**config.mk**
```make
export PLATFORM = sky130hd
export DESIGN_NAME = atc_angle_counter
export DESIGN_NICKNAME = d
export VERILOG_FILES = /design/src/rtl/atc_pkg.sv /design/src/rtl/atc_angle_counter.sv /design/src/rtl/atc_tick_gen.sv
export VERILOG_INCLUDE_DIRS = /design/src /design/src/rtl
export SDC_FILE = /design/constraint.sdc
export NUM_CORES = 1
export LEC_CHECK = 0
export ABC_AREA = 0
export BUFFER_PORTS_ARGS = -buffer_cell sky130_fd_sc_hd__buf_2
export CAP_MARGIN = 20
export CORE_MARGIN = 5
export CORE_UTILIZATION = 43
export DETAILED_ROUTE_END_ITERATION = 10
export GPL_ROUTABILITY_DRIVEN = 0
export PLACE_DENSITY = 0.66
export SLEW_MARGIN = 25
export SYNTH_ARGS = -nofsm -noshare
export SYNTH_HDL_FRONTEND = slang
export SYNTH_SLANG_ARGS = --single-unit
```
**constraint.sdc**
```tcl
create_clock -name i_clk_sys -period 10.87 [get_ports i_clk_sys]
set_input_delay 0 -clock i_clk_sys [delete_from_list [all_inputs] [get_ports i_clk_sys]]
set_output_delay 0 -clock i_clk_sys [all_outputs]
set_load 0.02 [all_outputs]
```
**src/rtl/atc_params.svh**
```systemverilog
`ifndef ATC_PARAMS_SVH
`define ATC_PARAMS_SVH

// clock and microcycle timing
`define ATC_CLK_NS 5
`define ATC_UC_NS 20
`define ATC_UC_CYC (`ATC_UC_NS / `ATC_CLK_NS)
`define ATC_UC_W 3

// register byte offsets
`define ATC_OFS_TOOTH_PROG 8'h00
`define ATC_OFS_TICK_RATE 8'h04
`define ATC_OFS_TB_CFG 8'h08
`define ATC_OFS_STATUS 8'h0c
`define ATC_OFS_ANGLE 8'h10
`define ATC_OFS_TB2 8'h14

// tooth program fields
`define ATC_TP_TICKS_LSB 0
`define ATC_TP_MISS_LSB 8
`define ATC_TP_LAST_BIT 16
`define ATC_TP_INS_BIT 17

// tick rate: 15-bit integer part above 9 fraction bits
`define ATC_TR_INT_LSB 9
`define ATC_TR_W 24

// status fields
`define ATC_ST_MODE_LSB 0
`define ATC_ST_UNSUP_BIT 2

// reset values
`define ATC_RST_TICKS 8'h10
`define ATC_RST_MISS 8'h00
`define ATC_RST_RATE 24'h000200
`define ATC_RST_PRESC 8'h00

// least safe product of (rate - 1) * (prescaler + 1)
`define ATC_SAFE_PROD 24'h000003

`endif

```
**src/rtl/atc_pkg.sv**
```systemverilog
package atc_pkg;
   typedef enum logic [1:0] {
      ATC_HIGH_RATE = 2'b00,
      ATC_NORMAL = 2'b01,
      ATC_HALT = 2'b10
   } atc_mode_t;
endpackage

```
**src/rtl/atc_angle_counter.sv**
```systemverilog
// The implementer's own choices: register access over AHB-Lite and the address map.
`timescale 1ns/1ps
`include "atc_params.svh"
// Behaviour
// - tooth program holds ticks, missing, last, insert
// - tick period from 15-bit rate and prescaler
// - first normal tick, no tooth: stay normal
// - early tooth in normal: high rate, clear
// - normal decrements missing; halt only at zero
// - tooth in normal with last set clears last, insert, base
// - new ticks apply after halt tooth; base from 0
// - zero ticks with small period is unsupported
module atc_angle_counter
   import atc_pkg::*;
(
   input wire logic i_clk_sys,
   input wire logic i_sys_rst,
   input wire logic i_tooth,
   input wire logic i_hsel,
   input wire logic [31:0] i_haddr,
   input wire logic [1:0] i_htrans,
   input wire logic i_hwrite,
   input wire logic [2:0] i_hsize,
   input wire logic [31:0] i_hwdata,
   input wire logic i_hready,
   output logic [31:0] o_hrdata,
   output logic o_hreadyout,
   output logic o_hresp,
   output logic [1:0] o_mode,
   output logic [23:0] o_angle_count,
   output logic o_angle_tick,
   output logic o_cfg_unsupported
);
   // microcycle strobe
   logic [`ATC_UC_W-1:0] uc_cnt_q;
   wire uc_w = (uc_cnt_q == `ATC_UC_W'(`ATC_UC_CYC - 1));

   // bus slave state
   logic wr_pend_q;
   logic [7:0] wr_addr_q;
   logic [31:0] hrdata_q;
   logic hreadyout_q;
   logic hresp_q;

   // block state
   atc_mode_t mode_q, mode_d;
   logic [7:0] ticks_prog_q, ticks_act_q, ticks_act_d, ticks_cnt_q, ticks_cnt_d;
   logic [7:0] miss_q, miss_hw_d, miss_d;
   logic last_q, last_hw_d, last_d;
   logic ins_q, ins_hw_d, ins_d;
   logic [23:0] angle_q, angle_d, tb2_q, tb2_d;
   logic [`ATC_TR_W-1:0] rate_q;
   logic [7:0] presc_q;
   logic tooth_q, tooth_pend_q, tick_q, unsup_q;
   logic tick_w;

   // address phase and write decode
   wire addr_ok_w = i_hsel && i_htrans[1] && i_hready;
   wire [7:0] ra_w = i_haddr[7:0];
   wire wr_tp_w = wr_pend_q && (wr_addr_q == `ATC_OFS_TOOTH_PROG);
   wire wr_tr_w = wr_pend_q && (wr_addr_q == `ATC_OFS_TICK_RATE);
   wire wr_tb_w = wr_pend_q && (wr_addr_q == `ATC_OFS_TB_CFG);
   wire ins_wr_w = wr_tp_w && i_hwdata[`ATC_TP_INS_BIT];

   // integer part of the rate; zero is not a legal period, treat as one
   wire [14:0] rate_int_raw_w = rate_q[`ATC_TR_INT_LSB +: 15];
   wire [14:0] rate_int_w = (rate_int_raw_w == 15'h0000) ? 15'h0001 : rate_int_raw_w;
   wire [23:0] prod_w = 24'(rate_int_w - 15'h0001) * (24'(presc_q) + 24'h000001);
   wire unsup_d_w = (ticks_prog_q == 8'h00) && (prod_w < `ATC_SAFE_PROD);

   // physical or dummy tooth, held until the next microcycle
   wire tooth_edge_w = i_tooth && !tooth_q;
   wire tooth_ev_w = tooth_pend_q && uc_w;
   wire overdue_w = (ticks_cnt_q >= ticks_act_q);

   wire [31:0] tp_rd_w = {14'h0000, ins_q, last_q, miss_q, ticks_prog_q};
   wire [31:0] st_rd_w = {29'h00000000, unsup_q, mode_q};
   wire [31:0] rd_mux_w =
      (ra_w == `ATC_OFS_TOOTH_PROG) ? tp_rd_w :
      (ra_w == `ATC_OFS_TICK_RATE) ? {8'h00, rate_q} :
      (ra_w == `ATC_OFS_TB_CFG) ? {24'h000000, presc_q} :
      (ra_w == `ATC_OFS_STATUS) ? st_rd_w :
      (ra_w == `ATC_OFS_ANGLE) ? {8'h00, angle_q} :
      (ra_w == `ATC_OFS_TB2) ? {8'h00, tb2_q} : 32'h00000000;

   atc_tick_gen u_tick_gen (
      .i_clk_sys(i_clk_sys),
      .i_sys_rst(i_sys_rst),
      .i_uc(uc_w),
      .i_rate_int(rate_int_w),
      .i_presc(presc_q),
      .o_tick(tick_w)
   );

   always_comb begin
      mode_d = mode_q;
      ticks_act_d = ticks_act_q;
      ticks_cnt_d = ticks_cnt_q;
      miss_hw_d = miss_q;
      last_hw_d = last_q;
      ins_hw_d = ins_q && !tooth_ev_w;
      angle_d = angle_q;
      tb2_d = tb2_q;
      if (uc_w) begin
         unique case (mode_q)
            ATC_HIGH_RATE: begin
               ticks_act_d = ticks_prog_q;
               if (!overdue_w) begin
                  ticks_cnt_d = ticks_cnt_q + 8'h01;
                  angle_d = angle_q + 24'h000001;
                  tb2_d = tb2_q + 24'h000001;
               end else begin
                  mode_d = ATC_NORMAL;
                  ticks_cnt_d = 8'h00;
               end
            end
            ATC_NORMAL: begin
               if (tooth_pend_q) begin
                  if (last_q) begin
                     last_hw_d = 1'b0;
                     ins_hw_d = 1'b0;
                     tb2_d = 24'h000000;
                  end
                  if (!overdue_w) begin
                     mode_d = ATC_HIGH_RATE;
                     miss_hw_d = 8'h00;
                     last_hw_d = 1'b0;
                  end else begin
                     ticks_cnt_d = 8'h00;
                  end
               end else if (overdue_w) begin
                  // halt decided on the current value, not the decremented one
                  if (miss_q == 8'h00) begin
                     mode_d = ATC_HALT;
                  end else begin
                     miss_hw_d = miss_q - 8'h01;
                  end
               end else if (tick_w) begin
                  ticks_cnt_d = ticks_cnt_q + 8'h01;
                  angle_d = angle_q + 24'h000001;
                  tb2_d = tb2_q + 24'h000001;
               end
            end
            ATC_HALT: begin
               if (tooth_pend_q) begin
                  mode_d = ATC_NORMAL;
                  ticks_act_d = ticks_prog_q;
                  ticks_cnt_d = 8'h00;
                  tb2_d = 24'h000000;
               end
            end
            default: mode_d = ATC_HALT;
         endcase
      end
   end

   // software write to the program register overrides the hardware update of missing and last; an insert write can only set
   assign miss_d = wr_tp_w ? i_hwdata[`ATC_TP_MISS_LSB +: 8] : miss_hw_d;
   assign last_d = wr_tp_w ? i_hwdata[`ATC_TP_LAST_BIT] : last_hw_d;
   assign ins_d = ins_wr_w || ins_hw_d; // set wins over clear

   always_ff @(posedge i_clk_sys) begin
      if (i_sys_rst) begin
         uc_cnt_q <= '0;
         wr_pend_q <= 1'b0;
         wr_addr_q <= 8'h00;
         hrdata_q <= 32'h00000000;
         hreadyout_q <= 1'b1;
         hresp_q <= 1'b0;
      end else begin
         uc_cnt_q <= uc_w ? '0 : uc_cnt_q + `ATC_UC_W'(1);
         wr_pend_q <= addr_ok_w && i_hwrite;
         wr_addr_q <= ra_w;
         // read data fetched in the address phase; a read right after a write sees old data
         hrdata_q <= (addr_ok_w && !i_hwrite) ? rd_mux_w : 32'h00000000;
         // zero wait states and every access answered okay
         hreadyout_q <= 1'b1;
         hresp_q <= 1'b0;
      end
   end

   always_ff @(posedge i_clk_sys) begin
      if (i_sys_rst) begin
         mode_q <= ATC_HIGH_RATE;
         ticks_prog_q <= `ATC_RST_TICKS;
         ticks_act_q <= `ATC_RST_TICKS;
         ticks_cnt_q <= 8'h00;
         miss_q <= `ATC_RST_MISS;
         last_q <= 1'b0;
         ins_q <= 1'b0;
         angle_q <= 24'h000000;
         tb2_q <= 24'h000000;
         rate_q <= `ATC_RST_RATE;
         presc_q <= `ATC_RST_PRESC;
         tooth_q <= 1'b0;
         tooth_pend_q <= 1'b0;
         tick_q <= 1'b0;
         unsup_q <= 1'b0;
      end else begin
         mode_q <= mode_d;
         ticks_act_q <= ticks_act_d;
         ticks_cnt_q <= ticks_cnt_d;
         miss_q <= miss_d;
         last_q <= last_d;
         ins_q <= ins_d;
         angle_q <= angle_d;
         tb2_q <= tb2_d;
         tooth_q <= i_tooth;
         tooth_pend_q <= tooth_edge_w || ins_wr_w || (tooth_pend_q && !uc_w);
         tick_q <= tick_w;
         unsup_q <= unsup_d_w;
         if (wr_tp_w) begin
            ticks_prog_q <= i_hwdata[`ATC_TP_TICKS_LSB +: 8];
         end
         if (wr_tr_w) begin
            rate_q <= i_hwdata[`ATC_TR_W-1:0];
         end
         if (wr_tb_w) begin
            presc_q <= i_hwdata[7:0];
         end
      end
   end

   assign o_hrdata = hrdata_q;
   assign o_hreadyout = hreadyout_q;
   assign o_hresp = hresp_q;
   assign o_mode = mode_q;
   assign o_angle_count = angle_q;
   assign o_angle_tick = tick_q;
   assign o_cfg_unsupported = unsup_q;
endmodule // atc_angle_counter

```
**src/rtl/atc_tick_gen.sv**
```systemverilog
`timescale 1ns/1ps
module atc_tick_gen (
   input wire logic i_clk_sys,
   input wire logic i_sys_rst,
   input wire logic i_uc,
   input wire logic [14:0] i_rate_int,
   input wire logic [7:0] i_presc,
   output logic o_tick
);
   logic [22:0] cnt_q;
   logic [22:0] cnt_d;
   wire [22:0] period_w = 23'(i_rate_int) * (23'(i_presc) + 23'h000001);
   wire at_end_w = (cnt_q >= period_w - 23'h000001);

   // ticks are only evaluated on a microcycle
   assign o_tick = i_uc && at_end_w;
   assign cnt_d = !i_uc ? cnt_q : (at_end_w ? 23'h000000 : cnt_q + 23'h000001);

   always_ff @(posedge i_clk_sys) begin
      if (i_sys_rst) begin
         cnt_q <= 23'h000000;
      end else begin
         cnt_q <= cnt_d;
      end
   end
endmodule // atc_tick_gen

```
==> impl_results.md <==
- Overall Global Routing Usage: between 20% and 30%
- Layout cells sized above 1: 7.898%
- Setup TNS: 0 ns
- Peak supply drop: 0.08985 mV
- Post-synth EDFFs: 0
- Post-synthesis cell count: 2,263
- Post-route ant nets: 0
- Final setup fails: 0
- Row cnt: 76
- Clock skew: approximately 0.012 ns
- Drc violations: 0
- Post-CTS Setup Inserts: 0
- Tot Pwr: between 1.5 and 2 mW
- Hold WC Path Type: in2reg
- Clock root buffer: clkbuf_16
- Fin crit share: 86.59%
- Synth unique cells: 89
- Vias/cell: 5.334
- Ant diodes: 0
- Core Util, Final: about half
- Post-synth top area cell: fa_1
- First-pass GRT wire length: 79,900 µm
- Clock buffer depth: 2
- Final-stage net count: approximately 2,800
- DP HPWL: approximately 37,000 µm
- Startpoint types: flop
- Rel. slew slack: 30.39%
- Starting DRT DRC Count: between 800 and 900
- Syn Std Cell Area: approximately 19,000 µm²
- CP required: ~11 ns
- Global route overflow: 0
- Crit-path slowest cell: and3_1
- Area grow syn2layout: 10.18%
- PD cells: just under 80 nW/µm²
- Primary FF master, synth: dfxtp_1
- Maximum level of the CTS H-tree: 4
- Top cell type's share of synthesized area: 22.27%
- Max Transition Viols Final: 0
- CTS tree: yes
- Sequential-to-total area share from yosys stat: 18.98%
- Arrival time worst endpoint: 9.73 ns
- Placed cell area: between 15,000 and 20,000 µm²
- Number of global-route vias before repair: about 16,000
- Hold_ws: 0.005804 ns
- DRT Pass-1 Iters: 5
- Routed via count: about 16,000
- RSZ-0062 raised after global routing: false
- Port bufs: 90
- CP endpoint kind: flop
- Insertion delay to the later sink of the worst-skew pair: around 0.44 ns
- WL/cell: 16.20 µm
- Cts bufs inserted: 17
- Die width: approximately 220 µm
- Leakage power: approximately 9.3 nW
- Setup CP Type: reg2reg
- I/O pin total: about 140
- Post-route cell area: a little over 20,000 µm²
- Top delay family on crit path: adder cells
- Antenna violations before repair: 0
- Worst path max stage delay: around 0.7 ns
- CTS Sinks: 179
- Mean Syn Cell Area: 8.341 µm²
- Area contributors post-synth: fa_1, dfxtp_1, ha_1, inv_1, nand2_1
- Max Fclk: around 110 MHz
- #FFs+latches synth: around 180
- Post-synth ARST share: 0%
- Core box area: ~43,000 µm²
- MaxCap Viol Count: 0
- Outcome: finished, final reports clean
- Post-route minimum period: approximately 9.4 ns
- Critical Path Fanout Max: 15
- Final wirelength: 47,620 µm
- YS warnings: 0
- Largest net degree at the start of global routing: 63
- Hold Vio Cnt, Final: 0
- Starting density of the core: 43.63%
- Clock Pin Slew Worst Setup and Hold Paths: approximately 0.070 ns
- Die height: 219.5 µm
- Die footprint: a little under 50,000 µm²
- Worst path bufs/invs: 1
- Worst-Margin Slew: around 1.0 ns
==> synthesized netlist by cell type, drive strengths merged (8+ instances only) <==
cell	instances
a211oi	15
a21o	18
a21oi	91
a22oi	16
and2	45
and3	17
buf	29
clkbuf	85
dfxtp	179
fa	210
ha	156
inv	290
mux2	8
mux2i	48
nand2	291
nand2b	28
nand3	36
nand4	13
nand4b	8
nor2	254
nor2b	35
nor3	45
nor4	17
nor4b	9
o21ai	56
o22a	10
or3	13
xnor2	90
xor2	41
==> worst paths after layout <==
kind	from	to	slack, ns	cells past startpoint
max	presc_q[1]$_SDFFE_PP0P_	o_angle_count[15]$_SDFFE_PP0P_	1.46	29
min	i_sys_rst	o_angle_count[21]$_SDFFE_PP0P_	0.006	2
max reg2reg	presc_q[1]$_SDFFE_PP0P_	o_angle_count[15]$_SDFFE_PP0P_	1.46	29
min reg2reg	uc_cnt_q[0]$_SDFF_PP0_	uc_cnt_q[0]$_SDFF_PP0_	0.44	1
==> kinds of logic after synthesis <==
| group | Yosys count | share of synthesized area (%) |
|---|---|---|
| adder cells (fa/ha/maj) | 366 | 32.61 |
| AND/OR/NAND/NOR | 848 | 21.24 |
| buffers and inverters | 405 | 8.425 |
| XOR/XNOR | 131 | 6.078 |
| other | 2 | 0.03979 |
| AO/OA/AOI/OAI | 275 | 9.472 |
| multiplexers | 57 | 3.142 |
| flip-flops | 179 | 18.98 |
==> final cells by class <==
class	instances	area, µm²
sequential	179	3583
fill	4206	22470
timing repair buffer	149	978.4
clock buffer	21	460.4
tap	585	732.0
clock inverter	7	101.3
inverter	291	1092
multi-input combinational	1708	13850
==> flip-flops by register name, summed over array words and instances (netlist names), 2 cells and up <==
signal            flops
ticks_prog_q          8
u_tick_gen.cnt_q     23
ticks_cnt_q           8
ticks_act_q           8
presc_q               8
o_mode                2
tb2_q                24
rate_q               24
wr_addr_q             8
uc_cnt_q              3
miss_q                8
o_angle_count        24
o_hrdata             24
==> through the flow <==
step | cells | setup slack (ns)
3_3_place_gp | 2878 | 1.745
5_1_grt | 2940 | 0.7878
3_5_place_dp | 2878 | 1.509
6_report | 2940 | 1.458
4_1_cts | 2939 | 1.468
2_1_floorplan | 2292 | 3.030
==> timing repair <==
item / in CTS / in global routing
resized for setup: 0 / 0
hold buffers: 33 / 0
endpoints found under the hold margin: 55 / 0
==> where the power goes <==
group / internal, mW / switching, mW
registers: 0.661 / 0.00569
clock network: 0.348 / 0.263
logic: 0.149 / 0.209
total: 1.16 / 0.478
==> layout by cell type (no fill, tap or decap), types with 6 or more instances in the layout <==
cell           Yosys  layout
inv_1            290     290
a211oi_1          15      15
buf_4             12      27
nand4_1           12      12
clkbuf_16          0      17
nor4_1            15      15
nor2b_1           35      35
nand3_1           36      36
and4_1             6       6
dlygate4sd3_1      0      33
mux2i_1           48      48
conb_1             2      31
buf_2              8      89
nor4b_1            9       9
nor3b_1            7       7
o21ai_0           51      51
nor3_1            42      41
ha_1             156     156
xor2_1            41      40
mux2_2             8       8
and2_1            45      44
a21oi_1           91      91
o22a_1            10      10
a21o_1            17      17
dfxtp_1          179     179
nand2_1          289     289
nand4b_1           8       8
xnor2_1           90      89
nor2_1           253     253
a22oi_1           16      16
fa_1             210     210
nand2b_1          28      28
and3_1            17      17
or3_1             12      12
==> routing by layer <==
layer	routed length [µm]	track usage [%]
met1	20560	26.09
met2	23010	35.26
met4	1296	6.510
met3	2749	2.706
met5	0	0
Note: power is estimated with default switching activity, not from simulation.
